==> config.mk <==
export PLATFORM = sky130hd
export DESIGN_NAME = asmi_top
export DESIGN_NICKNAME = d
export VERILOG_FILES = /design/src/asmi_hold_timer.v /design/src/asmi_sync.v /design/src/asmi_top.v
export VERILOG_INCLUDE_DIRS = /design/src
export SDC_FILE = /design/constraint.sdc
export NUM_CORES = 1
export LEC_CHECK = 0
export BUFFER_PORTS_ARGS = -buffer_cell sky130_fd_sc_hd__buf_2
export CORE_MARGIN = 2
export CORE_UTILIZATION = 50
export DETAILED_ROUTE_END_ITERATION = 8
export HOLD_SLACK_MARGIN = 0.05
export PLACE_DENSITY = 0.72
export SLEW_MARGIN = 20
export SYNTH_ARGS = -nofsm -noshare
export SYNTH_HDL_FRONTEND = slang
export SYNTH_SLANG_ARGS = --single-unit
==> constraint.sdc <==
create_clock -name clk -period 3.2 [get_ports clk]
set_clock_uncertainty 0.2 [all_clocks]
set_input_delay 0.16 -clock clk [delete_from_list [all_inputs] [get_ports clk]]
set_output_delay 0.16 -clock clk [all_outputs]
set_load 0.02 [all_outputs]
==> src/asmi_defines.vh <==
// constants for the active stop mode interlock block
// Summary of operation
// - no entry or utility start across each other
// - overtravel drops the internal deceleration ramp
// - overtravel stop uses its configured method
// - after overtravel stop, hold time before release
// - servo-on withdrawal ends the mode at once
// - zero clamp off while active, analog variant
// - speed feedforward suppressed while active
// - torque feedforward suppressed while active
// - release needs safety on, hold, level
// - system reset ends mode, restarts servo
// - accepted recalculation ends mode, rejected keeps
`ifndef ASMI_DEFINES_VH
`define ASMI_DEFINES_VH

// bus and field widths
`define ASMI_ADDR_W 8
`define ASMI_DATA_W 32
`define ASMI_LVL_W 16
`define ASMI_HOLD_W 16
`define ASMI_CTRL_W 7
`define ASMI_STAT_W 8

// register offsets
`define ASMI_OFS_CTRL 8'h00
`define ASMI_OFS_HOLD 8'h04
`define ASMI_OFS_POSLVL 8'h08
`define ASMI_OFS_SPDLVL 8'h0c
`define ASMI_OFS_STATUS 8'h10
`define ASMI_OFS_UTIL 8'h14

// control register fields
`define ASMI_CTRL_POS_MODE 0
`define ASMI_CTRL_ANALOG 1
`define ASMI_CTRL_ZC 2
`define ASMI_CTRL_SFF 3
`define ASMI_CTRL_TFF 4
`define ASMI_CTRL_OT_LSB 5
`define ASMI_CTRL_OT_MSB 6

// status register fields
`define ASMI_STAT_ACTIVE 0
`define ASMI_STAT_DECEL 1
`define ASMI_STAT_OT 2
`define ASMI_STAT_HOLD_DONE 3
`define ASMI_STAT_UTIL 4
`define ASMI_STAT_ENTRY_REF 5
`define ASMI_STAT_UTIL_REF 6
`define ASMI_STAT_RELEASE_OK 7

// utility command fields
`define ASMI_UTIL_START 0
`define ASMI_UTIL_STOP 1

// reset values
`define ASMI_CTRL_RST 7'h1c
`define ASMI_HOLD_RST 16'h0064
`define ASMI_POSLVL_RST 16'h0100
`define ASMI_SPDLVL_RST 16'h0100

// timing: hold time is counted in ticks of one millisecond
`define ASMI_CLK_PERIOD_NS 25
`define ASMI_TICK_NS 1000000

// state codes
`define ASMI_ST_IDLE 2'h0
`define ASMI_ST_DECEL 2'h1
`define ASMI_ST_OTSTOP 2'h2

`endif

==> src/asmi_hold_timer.v <==
// hold-time counter: millisecond prescaler and tick counter
`timescale 1ns/1ps
`default_nettype none
`include "asmi_defines.vh"
module asmi_hold_timer #(
	parameter TICK_CYCLES = `ASMI_TICK_NS / `ASMI_CLK_PERIOD_NS
) (
	input wire clk,
	input wire rst_n,
	input wire ce,
	input wire clear,
	input wire [`ASMI_HOLD_W-1:0] hold_time,
	output wire elapsed
);
	reg [31:0] pre_reg;
	reg [`ASMI_HOLD_W-1:0] tick_reg;
	reg elapsed_reg;
	wire tick = (pre_reg == TICK_CYCLES - 1);

	// counter saturates so a long wait never wraps back below the hold time
	always @(posedge clk or negedge rst_n) begin
		if (!rst_n) begin
			pre_reg <= 32'h00000000;
			tick_reg <= {`ASMI_HOLD_W{1'b0}};
			elapsed_reg <= 1'b0;
		end else if (ce) begin
			if (clear) begin
				pre_reg <= 32'h00000000;
				tick_reg <= {`ASMI_HOLD_W{1'b0}};
				elapsed_reg <= 1'b0;
			end else begin
				pre_reg <= tick ? 32'h00000000 : pre_reg + 32'h00000001;
				if (tick && (tick_reg != {`ASMI_HOLD_W{1'b1}}))
					tick_reg <= tick_reg + {{(`ASMI_HOLD_W-1){1'b0}}, 1'b1};
				elapsed_reg <= (tick_reg > hold_time); // strictly exceeded
			end
		end
	end
	assign elapsed = elapsed_reg;
endmodule // asmi_hold_timer
`default_nettype wire

==> src/asmi_sync.v <==
// two flip-flop synchroniser for a group of pin inputs
`timescale 1ns/1ps
`default_nettype none
module asmi_sync #(
	parameter WIDTH = 3
) (
	input wire clk,
	input wire rst_n,
	input wire ce,
	input wire [WIDTH-1:0] async_in,
	output wire [WIDTH-1:0] sync_out
);
	genvar i;
	// one pair of flops per bit; the first stage feeds only the second
	generate
		for (i = 0; i < WIDTH; i = i + 1) begin : g_bit
			reg meta_reg;
			reg stable_reg;
			always @(posedge clk or negedge rst_n) begin
				if (!rst_n) begin
					meta_reg <= 1'b0;
					stable_reg <= 1'b0;
				end else if (ce) begin
					meta_reg <= async_in[i];
					stable_reg <= meta_reg;
				end
			end
			assign sync_out[i] = stable_reg;
		end
	endgenerate
endmodule // asmi_sync
`default_nettype wire

==> src/asmi_top.v <==
// active stop mode interlock: mode state machine, registers, path gating
//
// Design decisions made here: the register addresses and strobed register access.
`timescale 1ns/1ps
`default_nettype none
`include "asmi_defines.vh"
module asmi_top #(
	parameter TICK_CYCLES = `ASMI_TICK_NS / `ASMI_CLK_PERIOD_NS
) (
	input wire clk,
	input wire rst_n,
	input wire ce,
	// register port
	input wire [`ASMI_ADDR_W-1:0] reg_addr,
	input wire [`ASMI_DATA_W-1:0] reg_wdata,
	input wire reg_wr,
	input wire reg_rd,
	output wire [`ASMI_DATA_W-1:0] reg_rdata,
	// pins, asynchronous
	input wire safety_request_on,
	input wire servo_on_cmd,
	input wire overtravel_in,
	// same-clock drive logic
	input wire motor_stopped,
	input wire system_reset_req,
	input wire recalc_start,
	input wire recalc_rejected,
	input wire utility_done,
	input wire [`ASMI_LVL_W-1:0] position_error_abs,
	input wire [`ASMI_LVL_W-1:0] speed_reference_abs,
	// outputs, all registered
	output wire active_mode_on,
	output wire internal_decel_en,
	output wire ot_stop_en,
	output wire [1:0] ot_stop_method,
	output wire zero_clamp_en,
	output wire speed_ff_en,
	output wire torque_ff_en,
	output wire utility_running,
	output wire servo_restart
);
	// idle: normal operation, the host reference drives the motor
	localparam ST_IDLE = `ASMI_ST_IDLE;
	// decel: the internal ramp brings the motor down
	localparam ST_DECEL = `ASMI_ST_DECEL;
	// otstop: overtravel handling owns the stop, the ramp is dropped
	localparam ST_OTSTOP = `ASMI_ST_OTSTOP;

	// synchronised pin levels; behind two flops the mode answers a pin
	// change at the third edge after it
	wire [2:0] pins_s;
	wire safety_on_s = pins_s[0];
	wire servo_on_s = pins_s[1];
	wire overtravel_s = pins_s[2];

	asmi_sync #(
		.WIDTH(3)
	) u_sync (
		.clk(clk),
		.rst_n(rst_n),
		.ce(ce),
		.async_in({overtravel_in, servo_on_cmd, safety_request_on}),
		.sync_out(pins_s)
	);

	// software registers
	reg [`ASMI_CTRL_W-1:0] ctrl_reg;
	reg [`ASMI_HOLD_W-1:0] hold_reg;
	reg [`ASMI_LVL_W-1:0] pos_lvl_reg;
	reg [`ASMI_LVL_W-1:0] spd_lvl_reg;
	reg entry_refused_reg;
	reg util_refused_reg;
	reg util_running_reg;
	reg [`ASMI_DATA_W-1:0] rdata_reg;

	// mode state
	reg [1:0] state_reg;
	reg [1:0] state_next;
	reg ot_stopped_reg;

	// registered outputs
	reg active_reg;
	reg decel_reg;
	reg ot_reg;
	reg [1:0] ot_method_reg;
	reg zc_reg;
	reg sff_reg;
	reg tff_reg;
	reg restart_reg;

	// decoded strobes
	wire wr_ctrl = reg_wr && (reg_addr == `ASMI_OFS_CTRL);
	wire wr_hold = reg_wr && (reg_addr == `ASMI_OFS_HOLD);
	wire wr_poslvl = reg_wr && (reg_addr == `ASMI_OFS_POSLVL);
	wire wr_spdlvl = reg_wr && (reg_addr == `ASMI_OFS_SPDLVL);
	wire wr_status = reg_wr && (reg_addr == `ASMI_OFS_STATUS);
	wire wr_util = reg_wr && (reg_addr == `ASMI_OFS_UTIL);
	wire util_start = wr_util && reg_wdata[`ASMI_UTIL_START];
	wire util_stop = wr_util && reg_wdata[`ASMI_UTIL_STOP];

	wire in_mode = (state_reg != ST_IDLE);
	wire active_next = (state_next != ST_IDLE);

	// hold timer restarts on entry, and after an overtravel takeover it only
	// starts once the motor has actually come to rest
	// a hold that ran out under the ramp does not count for the takeover
	wire hold_clear = (state_reg == ST_IDLE) ||
		((state_reg == ST_OTSTOP) && !ot_stopped_reg);
	wire hold_elapsed;

	asmi_hold_timer #(
		.TICK_CYCLES(TICK_CYCLES)
	) u_hold (
		.clk(clk),
		.rst_n(rst_n),
		.ce(ce),
		.clear(hold_clear),
		.hold_time(hold_reg),
		.elapsed(hold_elapsed)
	);

	// each magnitude against its own release level; a value equal to the
	// level still counts as within it
	wire pos_level_ok = (position_error_abs <= pos_lvl_reg);
	wire spd_level_ok = (speed_reference_abs <= spd_lvl_reg);

	// release level depends on control mode: position error or speed reference
	wire level_ok = ctrl_reg[`ASMI_CTRL_POS_MODE] ? pos_level_ok : spd_level_ok;
	wire release_ok = safety_on_s && hold_elapsed && level_ok;

	// entry wanted: safety request active (input off) with servo on
	// the request input is on while nothing is asked, so low means stop
	wire entry_req = !safety_on_s && servo_on_s;
	wire entry_block = util_running_reg || util_start;
	wire recalc_ends = recalc_start && !recalc_rejected;

	// next-state logic; termination causes take priority over everything else
	always @* begin
		state_next = state_reg;
		case (state_reg)
			ST_IDLE: begin
				// a reset in the same cycle wins over a fresh request
				if (entry_req && !entry_block && !system_reset_req)
					state_next = ST_DECEL;
			end
			ST_DECEL: begin
				// the ramp runs until a stop cause, overtravel or release
				if (system_reset_req)
					state_next = ST_IDLE;
				else if (!servo_on_s)
					state_next = ST_IDLE;
				else if (recalc_ends)
					state_next = ST_IDLE;
				else if (overtravel_s)
					state_next = ST_OTSTOP;
				else if (release_ok)
					state_next = ST_IDLE;
			end
			ST_OTSTOP: begin
				// overtravel may clear here; the mode still waits for rest and hold
				if (system_reset_req)
					state_next = ST_IDLE;
				else if (!servo_on_s)
					state_next = ST_IDLE;
				else if (recalc_ends)
					state_next = ST_IDLE;
				else if (ot_stopped_reg && release_ok)
					state_next = ST_IDLE;
			end
			default: begin
				// unused code: fall back to normal operation
				state_next = ST_IDLE;
			end
		endcase
	end

	// mode state and the motor-at-rest latch used during overtravel takeover
	always @(posedge clk or negedge rst_n) begin
		if (!rst_n) begin
			state_reg <= ST_IDLE;
			ot_stopped_reg <= 1'b0;
		end else if (ce) begin
			state_reg <= state_next;
			if (state_next != ST_OTSTOP)
				ot_stopped_reg <= 1'b0;
			else if ((state_reg == ST_OTSTOP) && motor_stopped)
				ot_stopped_reg <= 1'b1;
		end
	end

	// next values of the gated paths; the clamp is only withheld on the analog
	// and pulse-train variant, the feedforward paths on every variant
	wire zc_next = ctrl_reg[`ASMI_CTRL_ZC] &&
		!(active_next && ctrl_reg[`ASMI_CTRL_ANALOG]);
	wire sff_next = ctrl_reg[`ASMI_CTRL_SFF] && !active_next;
	wire tff_next = ctrl_reg[`ASMI_CTRL_TFF] && !active_next;
	// a restart is only asked for when the reset cuts a mode that is in force
	wire restart_next = system_reset_req && in_mode;

	// output paths follow the next state so status and gating move together
	always @(posedge clk or negedge rst_n) begin
		if (!rst_n) begin
			active_reg <= 1'b0;
			decel_reg <= 1'b0;
			ot_reg <= 1'b0;
			ot_method_reg <= 2'h0;
			zc_reg <= 1'b0;
			sff_reg <= 1'b0;
			tff_reg <= 1'b0;
			restart_reg <= 1'b0;
		end else if (ce) begin
			active_reg <= active_next;
			decel_reg <= (state_next == ST_DECEL);
			ot_reg <= (state_next == ST_OTSTOP);
			ot_method_reg <= ctrl_reg[`ASMI_CTRL_OT_MSB:`ASMI_CTRL_OT_LSB];
			zc_reg <= zc_next;
			sff_reg <= sff_next;
			tff_reg <= tff_next;
			restart_reg <= restart_next;
		end
	end

	// configuration registers written by software
	// a write lands at the edge of its strobe; the port never waits
	always @(posedge clk or negedge rst_n) begin
		if (!rst_n) begin
			ctrl_reg <= `ASMI_CTRL_RST;
			hold_reg <= `ASMI_HOLD_RST;
			pos_lvl_reg <= `ASMI_POSLVL_RST;
			spd_lvl_reg <= `ASMI_SPDLVL_RST;
		end else if (ce) begin
			if (wr_ctrl)
				ctrl_reg <= reg_wdata[`ASMI_CTRL_W-1:0];
			if (wr_hold)
				hold_reg <= reg_wdata[`ASMI_HOLD_W-1:0];
			if (wr_poslvl)
				pos_lvl_reg <= reg_wdata[`ASMI_LVL_W-1:0];
			if (wr_spdlvl)
				spd_lvl_reg <= reg_wdata[`ASMI_LVL_W-1:0];
		end
	end

	// utility run flag; a start while the mode is in force is refused and
	// remembered, and a refusal set in the same cycle as a clear survives
	always @(posedge clk or negedge rst_n) begin
		if (!rst_n) begin
			util_running_reg <= 1'b0;
			util_refused_reg <= 1'b0;
			entry_refused_reg <= 1'b0;
		end else if (ce) begin
			if (util_start && (in_mode || active_next))
				util_refused_reg <= 1'b1;
			else if (wr_status && reg_wdata[`ASMI_STAT_UTIL_REF])
				util_refused_reg <= 1'b0;
			if (util_start && !in_mode && !active_next)
				util_running_reg <= 1'b1;
			else if (util_stop || utility_done)
				util_running_reg <= 1'b0;
			if ((state_reg == ST_IDLE) && entry_req && entry_block)
				entry_refused_reg <= 1'b1;
			else if (wr_status && reg_wdata[`ASMI_STAT_ENTRY_REF])
				entry_refused_reg <= 1'b0;
		end
	end

	// status word as seen by software
	// bits five and six stay set until software writes them back with a one
	wire [`ASMI_STAT_W-1:0] status_word;
	assign status_word[`ASMI_STAT_ACTIVE] = in_mode;
	assign status_word[`ASMI_STAT_DECEL] = (state_reg == ST_DECEL);
	assign status_word[`ASMI_STAT_OT] = (state_reg == ST_OTSTOP);
	assign status_word[`ASMI_STAT_HOLD_DONE] = hold_elapsed;
	assign status_word[`ASMI_STAT_UTIL] = util_running_reg;
	assign status_word[`ASMI_STAT_ENTRY_REF] = entry_refused_reg;
	assign status_word[`ASMI_STAT_UTIL_REF] = util_refused_reg;
	assign status_word[`ASMI_STAT_RELEASE_OK] = release_ok;

	// read data stand one cycle after the strobe and only then;
	// unmapped offsets read as zero
	always @(posedge clk or negedge rst_n) begin
		if (!rst_n) begin
			rdata_reg <= 32'h00000000;
		end else if (ce) begin
			rdata_reg <= 32'h00000000;
			if (reg_rd) begin
				case (reg_addr)
					`ASMI_OFS_CTRL: rdata_reg <= {25'h0000000, ctrl_reg};
					`ASMI_OFS_HOLD: rdata_reg <= {16'h0000, hold_reg};
					`ASMI_OFS_POSLVL: rdata_reg <= {16'h0000, pos_lvl_reg};
					`ASMI_OFS_SPDLVL: rdata_reg <= {16'h0000, spd_lvl_reg};
					`ASMI_OFS_STATUS: rdata_reg <= {24'h000000, status_word};
					`ASMI_OFS_UTIL: rdata_reg <= {31'h00000000, util_running_reg};
					default: rdata_reg <= 32'h00000000;
				endcase
			end
		end
	end

	// the host watches active_mode_on to halt and later resume its reference
	assign active_mode_on = active_reg;
	assign internal_decel_en = decel_reg;
	assign ot_stop_en = ot_reg;
	assign ot_stop_method = ot_method_reg;
	assign zero_clamp_en = zc_reg;
	assign speed_ff_en = sff_reg;
	assign torque_ff_en = tff_reg;
	assign utility_running = util_running_reg;
	assign servo_restart = restart_reg;
	assign reg_rdata = rdata_reg;
endmodule // asmi_top
`default_nettype wire

## Yosys cells after proc, flatten, opt, wreduce, memory -nomap -nowiden

Index checks and enable logic that the tools add are counted.

| storage, ports and cells | value |
|---|---|
| register bits after elaboration | 157 |
| output and inout port bits | 42 |
| logic and storage cells | 131 |

| cells by class | value |
|---|---|
| add/subtract/negate cells | 2 |
| $lt $le $gt $ge | 3 |
| equality and inequality tests | 12 |
| muxes and demuxes | 27 |
| reductions and logical operators | 60 |

Operators with widths:

| operator | number |
|---|---|
| 16-bit case mux with 6 select lines | 1 |
| 32-bit two-way mux | 2 |
| 16-bit two-way mux | 3 |
| 32-bit by 1-bit adder with 32-bit output (second input constant) | 1 |
| 32-bit by 16-bit equality test with 1-bit output (second input constant) | 1 |
| 16-bit less-or-equal comparator | 2 |
| 1-bit logical AND | 30 |
| 2-bit two-way mux | 10 |
| 2-bit AND reduction | 9 |
| 16-bit by 1-bit adder with 16-bit output (second input constant) | 1 |
| 8-bit by 4-bit equality test with 1-bit output (second input constant) | 2 |
| 8-bit by 5-bit equality test with 1-bit output (second input constant) | 2 |
| 16-bit > comparator | 1 |
| 16-bit != test (second input constant) | 1 |
| 2-bit nonzero test | 7 |
| 1-bit two-way mux | 10 |
| 8-bit by 3-bit equality test with 1-bit output (second input constant) | 1 |
| 1-bit zero test | 8 |
| 8-bit zero test | 1 |
| 2-bit case mux with 3 select lines | 1 |
| 2-bit by 1-bit equality test with 1-bit output (second input constant) | 2 |
| 2-bit equality test (second input constant) | 2 |
| 1-bit logical OR | 4 |
| 2-bit zero test | 1 |
| 2-bit != test (second input constant) | 1 |

## Longest topological paths before layout

Gate-level depths: netlist of the first run.

| logic depth | value |
|---|---|
| depth after elaboration | 14 |
| gate-level depth with buffers | 9 |
| mapped depth without buffers | 9 |

## Hierarchy

A second synthesis of the first run with hierarchy kept.

| unflattened totals | value |
|---|---|
| cell total of the unflattened synthesis | 872 |
| area, all modules | 8306.7 um^2 |

By module, submodules not included:

| module | instances | cells an instance | area each (um^2) | seq. area each (um^2) |
|---|---|---|---|---|
| asmi_top | 1 | 471 | 4700.8 | 2162.1 |
| asmi_hold_timer | 1 | 385 | 3331.9 | 1226.2 |
| asmi_sync | 1 | 16 | 274.0 | 150.1 |

## Least setup slack after synthesis of the first run

No wires, ideal clock.

| timing path | value |
|---|---|
| kind | register -> register |
| from | reg pos_lvl_reg[13] |
| to | reg zc_reg, in the netlist zero_clamp_en |
| arrival | 2339 ps |
| data required time | 2934 ps |
| setup slack | 595 ps |
| cell stages (with the launch flop) | 10 |
| buffers on the path | 0 |
| cell sequence | dfrtp_1 -> inv_1 -> ha_1 -> a21oi_1 -> o21ai_0 -> or4_1 -> or4_1 -> a22oi_1 -> o311a_1 -> a221o_1 |

| between the ends | value |
|---|---|
| cells in the longest elaborated chain, start to end | 13 |
| elaborated cells on any way between the ends | 18 |
| classes of those cells | order compare: 1; mux: 11; reduce/logical: 6 |

RTL lines:

| element | line | RTL |
|---|---|---|
| start: declaration | asmi_top.v:69 | `` reg [`ASMI_LVL_W-1:0] pos_lvl_reg; `` |
| start signal: assignment | asmi_top.v:229 | `` pos_lvl_reg <= `ASMI_POSLVL_RST; `` |
| start signal: assignment | asmi_top.v:237 | `` pos_lvl_reg <= reg_wdata[`ASMI_LVL_W-1:0]; `` |
| 16-bit less-or-equal comparator * | asmi_top.v:124 | `wire pos_level_ok = (position_error_abs <= pos_lvl_reg);` |
| 1-bit two-way mux * | asmi_top.v:128 | `` wire level_ok = ctrl_reg[`ASMI_CTRL_POS_MODE] ? pos_level_ok : spd_level_ok; `` |
| 1-bit logical AND * | asmi_top.v:129 | `wire release_ok = safety_on_s && hold_elapsed && level_ok;` |
| 2-bit two-way mux or 1-bit logical AND (tied branches) | asmi_top.v:156, asmi_top.v:167 |  |
| 2-bit two-way mux, on equally long branches | asmi_top.v:154, asmi_top.v:167 |  |
| 2-bit two-way mux, on equally long branches | asmi_top.v:152, asmi_top.v:165 |  |
| 2-bit two-way mux, on equally long branches | asmi_top.v:150, asmi_top.v:163 |  |
| 2-bit two-way mux, on equally long branches | asmi_top.v:148, asmi_top.v:161 |  |
| 2-bit case mux with 3 select lines * | asmi_top.v:140 | `case (state_reg)` |
| 2-bit nonzero test * | asmi_top.v:102 | `wire active_next = (state_next != ST_IDLE);` |
| 1-bit logical AND * | asmi_top.v:194 | `` !(active_next && ctrl_reg[`ASMI_CTRL_ANALOG]); `` |
| 1-bit zero test * | asmi_top.v:194 |  |
| 1-bit logical AND * | asmi_top.v:193 | `` wire zc_next = ctrl_reg[`ASMI_CTRL_ZC] && `` |
| end signal: assignment | asmi_top.v:216 | `zc_reg <= zc_next;` |
| end: declaration | asmi_top.v:86 | `reg zc_reg;` |

Every way passes the cells marked *; elsewhere a longest branch is shown, timed or not.
A chain may end at the register's enable or synchronous reset.

## Worst setup path in the final report of the first run

Same ends and word-level chain as after synthesis.

==> results of run 1 <==
final timing paths:
kind,from,slack [ns],end,depth (start not counted)
setup / recovery,pos_lvl_reg[13],0.32,zero_clamp_en,10
hold / removal,reg_rd,0.1,reg_rdata[0],4
setup reg to reg,pos_lvl_reg[13],0.32,zero_clamp_en,10
hold reg to reg,ot_stop_en,0.27,ot_stop_en,1
max in group asynchronous,rst_n,1.84,u_hold.pre_reg[13],3
min in group asynchronous,rst_n,0.14,spd_lvl_reg[11],2
critical path: cells and delay by family, from the launching register on:
family / cells / cell delay (ns)
AND/OR/NAND/NOR: 2 / 0.92
AO/OA/AOI/OAI: 5 / 0.82
buffers and inverters: 2 / 0.23
adder cells (fa/ha/maj): 1 / 0.28
flip-flops: 1 / 0.37
power by group:
part,internal [uW],leakage [uW],switching [uW]
clock,1180,0.000292,809
combinational,174,0.00243,274
sequential,1850,0.00179,54.7
total,3200,0.00450,1140
stage by stage:
stage	setup slack (ns)	total power (uW)	cell area, um2	cells
after CTS	0.3217	4363	9479	1161
after detailed placement	0.3425	2354	8633	1104
after global routing	0.1651	4505	9479	1161
after floorplan	0.5951	2175	8028	828
after global placement	0.3678	2344	8633	1104
final	0.3165	4339	9479	1161
cell families after synthesis:
family          Yosys count  synth area share
mux                      33           0.05117
xor+xnor                 26           0.02857
fa+ha+maj                50           0.07848
buf+inv                 106           0.06059
other cells               1         0.0004704
compound gates          193            0.1648
flops                   141            0.4439
simple gates            263            0.1720
cell usage in the layout (no fill, tap or decap), types with 16 or more instances in the layout:
master	n
nor2_1	49
nor3_1	16
dlygate4sd3_1	25
nand2_1	77
conb_1	16
ha_1	50
o21ai_0	66
a22o_1	19
buf_4	17
mux2_2	22
a21oi_1	29
inv_1	55
buf_2	93
dfrtp_1	133
nand3_1	29
nand4_1	24
clkbuf_16	17
metal layers:
layer,part of all wire,up-vias,wire (um),track usage
met3,0.061,42,1209,0.06150
met5,0,-,0,0
met1,0.46,3172,9028,0.3364
met2,0.46,201,9149,0.3871
met4,0.022,0,429,0.07906
li1,-,3149,-,-
final cells by class:
cell class,count,share of cell area
repair buffers,136,0.09015
clock buffers,18,0.04633
inverters,55,0.02178
clock inverters,14,0.01650
flip-flops and latches,141,0.3733
well taps,216,0.02851
multi-input cells,581,0.4234
==> flow_metrics.env, run 1 <==
export IMPL_layout_nets=1067
export IMPL_slowest_delay_ns=0.51
export IMPL_multi_input_area_um2=4014
export IMPL_power_density_nw_per_um2=457.7
export IMPL_crit_path_start_kind="flop"
export IMPL_hpwl_um=14230
export IMPL_grt_pass1_wl_um=32440
export IMPL_post_route_period_util=0.9011
export IMPL_grt_max_degree=90
export IMPL_fin_setup_tns_ns=0
export IMPL_ctsHoldBuffers=25
export IMPL_worstSkewPairLatency_ns=0.42
export IMPL_yosysWarnings=0
export IMPL_max_slew_margin=0.3252
export IMPL_gp_congestion=0.9200
export IMPL_drtIter0Drc=391
export IMPL_fin_hold_ws_ns=0.09680
export IMPL_peakVddDrop_mv=0.3528
export IMPL_drive_gt1_frac=0.2085
export IMPL_syn_inst=813
export IMPL_die_x_um=130.3
export IMPL_clock_path_buffers=2
export IMPL_diodes=0
export IMPL_yosysMostFrequentCell="dfrtp_1"
export IMPL_utilization=0.6033
export IMPL_fillers=1345
export IMPL_max_cap_viol_count=0
export IMPL_grt_usage=0.2462
export IMPL_wire_per_inst_um=17.07
export IMPL_synth_edff_count=0
export IMPL_portBuffers=94
export IMPL_first_global_vias=6401
export IMPL_syn_area_um2=7971
export IMPL_dr_pass1_iters=5
export IMPL_coreArea_um2=15710
export IMPL_synth_async_reset_ratio=1.000
export IMPL_cpMostUsedCell="or4_1"
export IMPL_hold_path_class="input port to flop"
export IMPL_initial_utilization=0.5073
export IMPL_worstPathArrival_ns=3.05
export IMPL_antenna_found_initial=0
export IMPL_areaGrowthSynthToFinish_pct=18.91
export IMPL_syn_area_per_cell_um2=9.805
export IMPL_synth_area_top_cells="dfrtp_1, ha_1, o21ai_0, nand2_1, mux2_2"
export IMPL_ys_ff_latch=141
export IMPL_setup_viol=0
export IMPL_rows=46
export IMPL_clock_sinks=141
export IMPL_synth_ff_type="dfrtp_1"
export IMPL_fmax_mhz=346.8
export IMPL_worstMarginPinSlew_ns=1.009
export IMPL_ant_nets=0
export IMPL_hold_violations=0
export IMPL_outcome="complete, no violations"
export IMPL_drv_slew=0
export IMPL_synth_top_area_share=0.4175
export IMPL_yosys_top_cells_count="dfrtp_1, nand2_1, o21ai_0"
export IMPL_worstSetupPathType="flop to flop"
export IMPL_p_leak_uw=0.004504
export IMPL_htreeDepth=4
export IMPL_viasPerCell=5.654
export IMPL_worstSetupEndpointType="flop"
export IMPL_cts_buffers_inserted=17
export IMPL_clkSlewWorstSetupHoldPaths_ns=0.06
export IMPL_ys_types=68
export IMPL_post_cts_setup_buffers=0
export IMPL_num_vias=6564
export IMPL_largest_reg_flops=32
export IMPL_cts_tree="built"
export IMPL_routed_wl_um=19820
export IMPL_synth_seq_area_share=0.4439
export IMPL_detail_route_drc_violations=0
export IMPL_pin_count=127
export IMPL_dieArea_um2=16970
export IMPL_clock_root_buffer="clkbuf_16"
export IMPL_seqCellArea_um2=3538
export IMPL_cts_resized=0
export IMPL_critPathRequiredTime_ns=3.37
export IMPL_yosysTopAreaCell="dfrtp_1"
export IMPL_rsz0062_at_grt="false"
export IMPL_period_needed_ns=2.884
export IMPL_cp_max_fo=4
export IMPL_die_y_um=130.3
export IMPL_cp_slowest_cell="or4_1"
export IMPL_path_cells="inv_1 -> ha_1 -> a21oi_1 -> o21ai_0 -> or4_1 -> or4_1 -> a22oi_1 -> buf_4 -> o311a_1 -> a221o_1"
export IMPL_gr_total_overflow=0
Note: power is estimated with default switching activity, not from simulation.
==> run 2: changes to the inputs <==
--- a/config.mk
+++ b/config.mk
@@ -6,6 +6,7 @@
 export SDC_FILE = /design/constraint.sdc
 export NUM_CORES = 1
 export LEC_CHECK = 0
+export ABC_AREA = 1
 export BUFFER_PORTS_ARGS = -buffer_cell sky130_fd_sc_hd__buf_2
 export CORE_MARGIN = 2
 export CORE_UTILIZATION = 50
==> run 2 against run 1 <==
Flip-flop and latch count is the same. Largest cell class unchanged. Critical path depth grew 4. First-iteration DRC count grew 32%. Final cell count grew 17%. Wire length grew 3.4%. Largest power group is now registers. Global-route usage shrank 0.14 points. Combinational power shrank 8.5%. Synthesized cell count grew 24%. Hold slack gained 0.029 ns. Sequential power is essentially flat. Non-clock buffer count shrank 2. Final area grew 1.3%.
==> flow_metrics.env, run 2 <==
export IMPL_ys_types=45
export IMPL_max_slew_margin=0.3461
export IMPL_rsz0062_at_grt="false"
export IMPL_peakVddDrop_mv=0.3137
export IMPL_die_y_um=131.4
export IMPL_fin_hold_ws_ns=0.1262
export IMPL_final_common_cell="nand2_1"
export IMPL_hold_path_class="input port to async pin"
export IMPL_power_density_nw_per_um2=430.4
export IMPL_grt_pass1_wl_um=34200
export IMPL_rrSetupSlack_ns=0.55
export IMPL_dr_pass1_iters=7
export IMPL_setup_viol=0
export IMPL_p_leak_uw=0.004456
export IMPL_worstPathArrival_ns=2.81
export IMPL_ant_nets=0
export IMPL_worstSetupPathType="flop to flop"
export IMPL_grt_use_met2=0.3901
export IMPL_swShare=0.2546
export IMPL_cpMostUsedCell="nand2_1"
export IMPL_dpl_cell_area_um2=8776
export IMPL_hpwl_um=14950
export IMPL_worstSetupEndpointType="flop"
export IMPL_switchingPower_uw=1052
export IMPL_gr_total_overflow=0
export IMPL_worstPathBufferInverterCount=1
export IMPL_drtIter0Drc=515
export IMPL_grt_usage=0.2448
export IMPL_internal_power_uw=3079
export IMPL_initial_utilization=0.5111
export IMPL_grt_max_degree=73
export IMPL_path_cells="inv_1 -> ha_1 -> nand2_1 -> nor3_1 -> a21oi_1 -> nand2_1 -> nand4_1 -> nand2_1 -> nand2_1 -> nand2_1 -> nand2_1 -> nor2_1 -> nand2_1 -> nand2_1"
export IMPL_rows=46
export IMPL_fillers=1452
export IMPL_reg2regPathDepth=14
export IMPL_drv_slew=0
export IMPL_seqPwrFrac=0.453
export IMPL_cts_buffers_inserted=17
export IMPL_pin_count=127
export IMPL_seqCellArea_um2=3538
export IMPL_r2r_end="speed_ff_en"
export IMPL_wire_per_inst_um=15.10
export IMPL_dieArea_um2=17270
export IMPL_post_cts_setup_buffers=0
export IMPL_diodes=0
export IMPL_cp_slowest_cell="dfstp_2"
export IMPL_multi_input_area_um2=3871
export IMPL_dp_cells=1299
export IMPL_fmax_mhz=377.7
export IMPL_yosysMostFrequentCell="nand2_1"
export IMPL_power_share_clock=0.448
export IMPL_detail_route_drc_violations=0
export IMPL_final_cell_mix="nand2_1, inv_1, dfrtp_1"
export IMPL_crit_path_start_kind="flop"
export IMPL_hold_violations=0
export IMPL_clock_root_buffer="clkbuf_16"
export IMPL_htreeDepth=4
export IMPL_synth_ff_type="dfrtp_1"
export IMPL_critPathRequiredTime_ns=3.36
export IMPL_slowest_delay_ns=0.53
export IMPL_coreArea_um2=15890
export IMPL_cts_resized=0
export IMPL_outcome="complete, no violations"
export IMPL_fin_setup_tns_ns=0
export IMPL_routed_wl_um=20490
export IMPL_areaGrowthSynthToFinish_pct=18.22
export IMPL_clkSlewWorstSetupHoldPaths_ns=0.06
export IMPL_ctsHoldBuffers=27
export IMPL_timing_rr_start="spd_lvl_reg[8]"
export IMPL_max_cap_viol_count=0
export IMPL_clock_sinks=141
export IMPL_final_cells=1357
export IMPL_critical_path_top_delay_family="simple AND/OR/NAND/NOR gates"
export IMPL_worstMarginPinSlew_ns=0.9785
export IMPL_syn_area_um2=8119
export IMPL_synth_top_area_share=0.4099
export IMPL_antenna_found_initial=0
export IMPL_syn_area_per_cell_um2=8.079
export IMPL_pre_cts_slack_ns=0.5619
export IMPL_ys_ff_latch=141
export IMPL_synth_area_top_cells="dfrtp_1, nand2_1, ha_1, inv_1, o21ai_0"
export IMPL_syn_inst=1005
export IMPL_layout_nets=1264
export IMPL_cp_max_fo=4
export IMPL_cts_tree="built"
export IMPL_die_x_um=131.4
export IMPL_clock_path_buffers=2
export IMPL_synth_seq_area_share=0.4358
export IMPL_drive_gt1_frac=0.1455
export IMPL_setup_ws_ns=0.5522
export IMPL_num_vias=7233
export IMPL_gp_congestion=0.8851
export IMPL_yosysTopAreaCell="dfrtp_1"
export IMPL_yosys_top_cells_count="nand2_1, inv_1, dfrtp_1"
export IMPL_combinationalPowerShare=0.099
export IMPL_post_route_period_util=0.8274
export IMPL_synth_edff_count=0
export IMPL_fin_area_um2=9598
export IMPL_period_needed_ns=2.648
export IMPL_yosysWarnings=0
export IMPL_largest_reg_flops=32
export IMPL_use_met1=0.3385
export IMPL_grt_busiest_layer="met2"
export IMPL_portBuffers=94
export IMPL_synth_async_reset_ratio=1.000
export IMPL_viasPerCell=5.330
export IMPL_first_global_vias=6925
export IMPL_worstSkewPairLatency_ns=0.42
export IMPL_grt_util_met3=0.04321
## run 2: power groups by stage
| stage | clock network [uW] | registers, uW | logic, uW |
|---|---|---|---|
| 6_report | 1850 | 1870 | 410 |
| 5_1_grt | 1950 | 1880 | 469 |
| 4_1_cts | 1870 | 1870 | 412 |
| 3_5_place_dp | 0 | 1900 | 386 |
| 3_3_place_gp | 0 | 1900 | 377 |
| 2_1_floorplan | 0 | 1900 | 239 |
## run 2: through the flow
| stage | total power, uW | util |
|---|---|---|
| global route | 4299 | 0.6042 |
| global placement | 2276 | 0.5525 |
| CTS | 4153 | 0.6042 |
| floorplan | 2138 | - |
| detailed placement | 2287 | 0.5525 |
| finish | 4131 | 0.6042 |
## run 2: worst max path at each step
stage	start	endpoint	slack, ns	cells past startpoint
floorplan	pos_lvl_reg[8]	speed_ff_en	1.07	15
global placement	spd_lvl_reg[8]	speed_ff_en	0.58	14
detailed placement	spd_lvl_reg[8]	speed_ff_en	0.56	14
CTS	spd_lvl_reg[8]	speed_ff_en	0.54	14
global route	spd_lvl_reg[8]	speed_ff_en	0.32	14
finish	spd_lvl_reg[8]	speed_ff_en	0.55	14
## run 2: cells by family (layout without fill, tap and decap cells)
| family | count (synthesis) | count (layout) | synth area share |
|---|---|---|---|
| fa+ha+maj | 50 | 50 | 0.07705 |
| simple gates | 390 | 390 | 0.2079 |
| other cells | 1 | 16 | 0.0004619 |
| xor+xnor | 32 | 32 | 0.03452 |
| flops | 141 | 141 | 0.4358 |
| buf+inv | 183 | 304 | 0.09431 |
| compound gates | 208 | 208 | 0.1499 |
## run 2: final cells by class
class,count,share of cell area
clock buffer,20,0.04758
clock inverter,11,0.009907
inverter,139,0.05436
multi-input combinational,696,0.4033
sequential,141,0.3687
tap,216,0.02816
timing repair buffer,134,0.08799
## run 2: per-layer routing
layer	vias to the layer above	routed length, um
met5	-	0
met4	0	450
met3	36	1226
met2	243	9331
met1	3398	9477
li1	3556	-
==> run 3: changes to the inputs <==
--- a/config.mk
+++ b/config.mk
@@ -12,7 +12,7 @@
 export CORE_UTILIZATION = 50
 export DETAILED_ROUTE_END_ITERATION = 8
 export HOLD_SLACK_MARGIN = 0.05
-export PLACE_DENSITY = 0.72
+export PLACE_DENSITY = 0.75
 export SLEW_MARGIN = 20
 export SYNTH_ARGS = -nofsm -noshare
 export SYNTH_HDL_FRONTEND = slang
==> constraint.sdc (replaced) <==
create_clock -name clk -period 2.4 [get_ports clk]
set_clock_uncertainty 0.2 [all_clocks]
set_input_delay 0.12 -clock clk [delete_from_list [all_inputs] [get_ports clk]]
set_output_delay 0.12 -clock clk [all_outputs]
set_load 0.02 [all_outputs]
==> run 3 against run 2 <==
Core utilization up 2.0 points. Count of clock-buffer cells in the layout decreased by 3. Critical endpoint is now zero_clamp_en. Largest power group is now the clock network. Flip-flop and latch count unchanged. Largest cell class unchanged. First-iteration DRC count shrank 1.4%. Sequential share of layout area decreased by 1.2 points. Clock power grew 53%. Via count up 0.53%.
==> flow_metrics.env, run 3 (same netlist as run 2, synthesis figures left out) <==
export IMPL_max_slew_margin=0.5895
export IMPL_p_leak_uw=0.004581
export IMPL_clock_sinks=141
export IMPL_cp_max_fo=2
export IMPL_final_cells=1372
export IMPL_hold_path_class="input port to async pin"
export IMPL_timing_rr_start="spd_lvl_reg[8]"
export IMPL_dieArea_um2=17270
export IMPL_top_layer="met4"
export IMPL_utilization=0.6240
export IMPL_gp_congestion=0.9228
export IMPL_dr_wl_met2_um=9882
export IMPL_initial_utilization=0.5111
export IMPL_cp_slowest_cell="dfstp_2"
export IMPL_rsz0062_at_grt="true"
export IMPL_outcome="complete, no violations"
export IMPL_largest_reg_flops=32
export IMPL_slowest_delay_ns=0.54
export IMPL_htreeDepth=4
export IMPL_antenna_found_initial=0
export IMPL_reg2regPathDepth=16
export IMPL_worstSetupEndpointType="flop"
export IMPL_crit_path_start_kind="flop"
export IMPL_met3WireLength_um=1234
export IMPL_ant_nets=0
export IMPL_coreArea_um2=15890
export IMPL_wire_per_inst_um=15.19
export IMPL_post_route_period_util=0.9950
export IMPL_worstSkewPairLatency_ns=0.43
export IMPL_period_needed_ns=2.388
export IMPL_layout_nets=1278
export IMPL_pre_cts_slack_ns=-0.1717
export IMPL_pin_count=127
export IMPL_final_cell_mix="nand2_1, inv_1, dfrtp_1"
export IMPL_dp_cells=1311
export IMPL_clock_path_buffers=2
export IMPL_hold_violations=0
export IMPL_hpwl_um=15140
export IMPL_peakVddDrop_mv=0.4902
export IMPL_worstSetupPathType="flop to flop"
export IMPL_viasPerCell=5.300
export IMPL_cts_tree="built"
export IMPL_grt_usage=0.2534
export IMPL_setup_viol=0
export IMPL_grt_max_degree=67
export IMPL_grt_pass1_wl_um=35150
export IMPL_cts_buffers_inserted=17
export IMPL_die_x_um=131.4
export IMPL_gr_total_overflow=0
export IMPL_rows=46
export IMPL_clock_root_buffer="clkbuf_16"
export IMPL_r2r_end="zero_clamp_en"
export IMPL_max_cap_viol_count=0
export IMPL_setup_ws_ns=0.01191
export IMPL_critPathRequiredTime_ns=2.52
export IMPL_detail_route_drc_violations=0
export IMPL_rrSetupSlack_ns=0.01
export IMPL_dr_pass1_iters=5
export IMPL_worstPathArrival_ns=2.50
export IMPL_drv_slew=0
export IMPL_path_cells="inv_2 -> ha_4 -> nand2_1 -> nor3_2 -> nand2_1 -> nand2_1 -> nand2_2 -> nand4_1 -> nand2_1 -> nand2_1 -> nand2_2 -> buf_6 -> nand3_2 -> nand2_1 -> nand2_1 -> nand2_1"
export IMPL_met1Wirelength_um=9322
export IMPL_drtIter0Drc=508
export IMPL_first_global_vias=7051
export IMPL_final_common_cell="nand2_1"
export IMPL_worstMarginPinSlew_ns=0.6157
export IMPL_num_vias=7271
export IMPL_cpMostUsedCell="nand2_1"
export IMPL_die_y_um=131.4
export IMPL_drive_gt1_frac=0.1765
export IMPL_clkSlewWorstSetupHoldPaths_ns=0.06
export IMPL_power_density_nw_per_um2=598.6
export IMPL_areaGrowthSynthToFinish_pct=22.08
export IMPL_routed_wl_um=20840
export IMPL_fin_setup_tns_ns=0
export IMPL_diodes=0
export IMPL_portBuffers=94
export IMPL_fmax_mhz=418.7
-- run 3: through the flow --
step | hold slack [ns] | power [uW] | cell area, um2
4_1_cts | 0.07129 | 5928 | 9826
5_1_grt | 0.09571 | 6168 | 9912
2_1_floorplan | -0.3756 | 2850 | 8175
6_report | 0.02958 | 5934 | 9912
3_5_place_dp | -0.04601 | 3069 | 8891
3_3_place_gp | -0.05832 | 3054 | 8891
-- run 3: repair_timing --
item / CTS / global route
setup buffers: 0 / 2
pin swaps: 3 / 15
endpoints found under the hold margin: 207 / 0
gates resized for setup: 7 / 21
hold buffers: 28 / 0
setup endpoints to repair: 9 / 47
-- run 3: worst max-delay path by stage --
stage / cells after the start / to / slack (ns) / from
4_1_cts: 14 / ot_stop_en / 0.02 / pos_lvl_reg[8]
2_1_floorplan: 15 / speed_ff_en / 0.27 / pos_lvl_reg[8]
6_report: 16 / zero_clamp_en / 0.01 / spd_lvl_reg[8]
3_3_place_gp: 15 / torque_ff_en / -0.11 / spd_lvl_reg[8]
3_5_place_dp: 15 / speed_ff_en / -0.17 / spd_lvl_reg[8]
5_1_grt: 17 / torque_ff_en / -0.25 / spd_lvl_reg[9]
-- run 3: worst max-delay path, delay by kind of cell, from the launching register on --
kind	cells	cell delay (ns)
buffers and inverters	2	0.17
AND/OR/NAND/NOR	13	1.13
adder cells (fa/ha/maj)	1	0.25
flip-flops	1	0.54
-- run 3: layer usage --
layer	up-vias	GRT usage
met1	3413	0.3450
met5	-	0
met3	29	0.05671
met4	0	0.07790
li1	3585	-
met2	244	0.4058
-- run 3: layout make-up --
cell class / instances / area [um2]
clock buffers: 17 / 425.4
clock inverters: 15 / 211.5
fillers: 1372 / 5973
inverters: 139 / 521.8
multi-input cells: 696 / 3964
flip-flops and latches: 141 / 3538
well taps: 216 / 270.3
repair buffers: 148 / 980.9
-- run 3: power breakdown --
part           internal (uW)  leakage, uW  switching (uW)
clock                   1760     0.000303            1070
combinational            238      0.00236             372
sequential              2440      0.00192            47.4
total                   4440      0.00458            1490
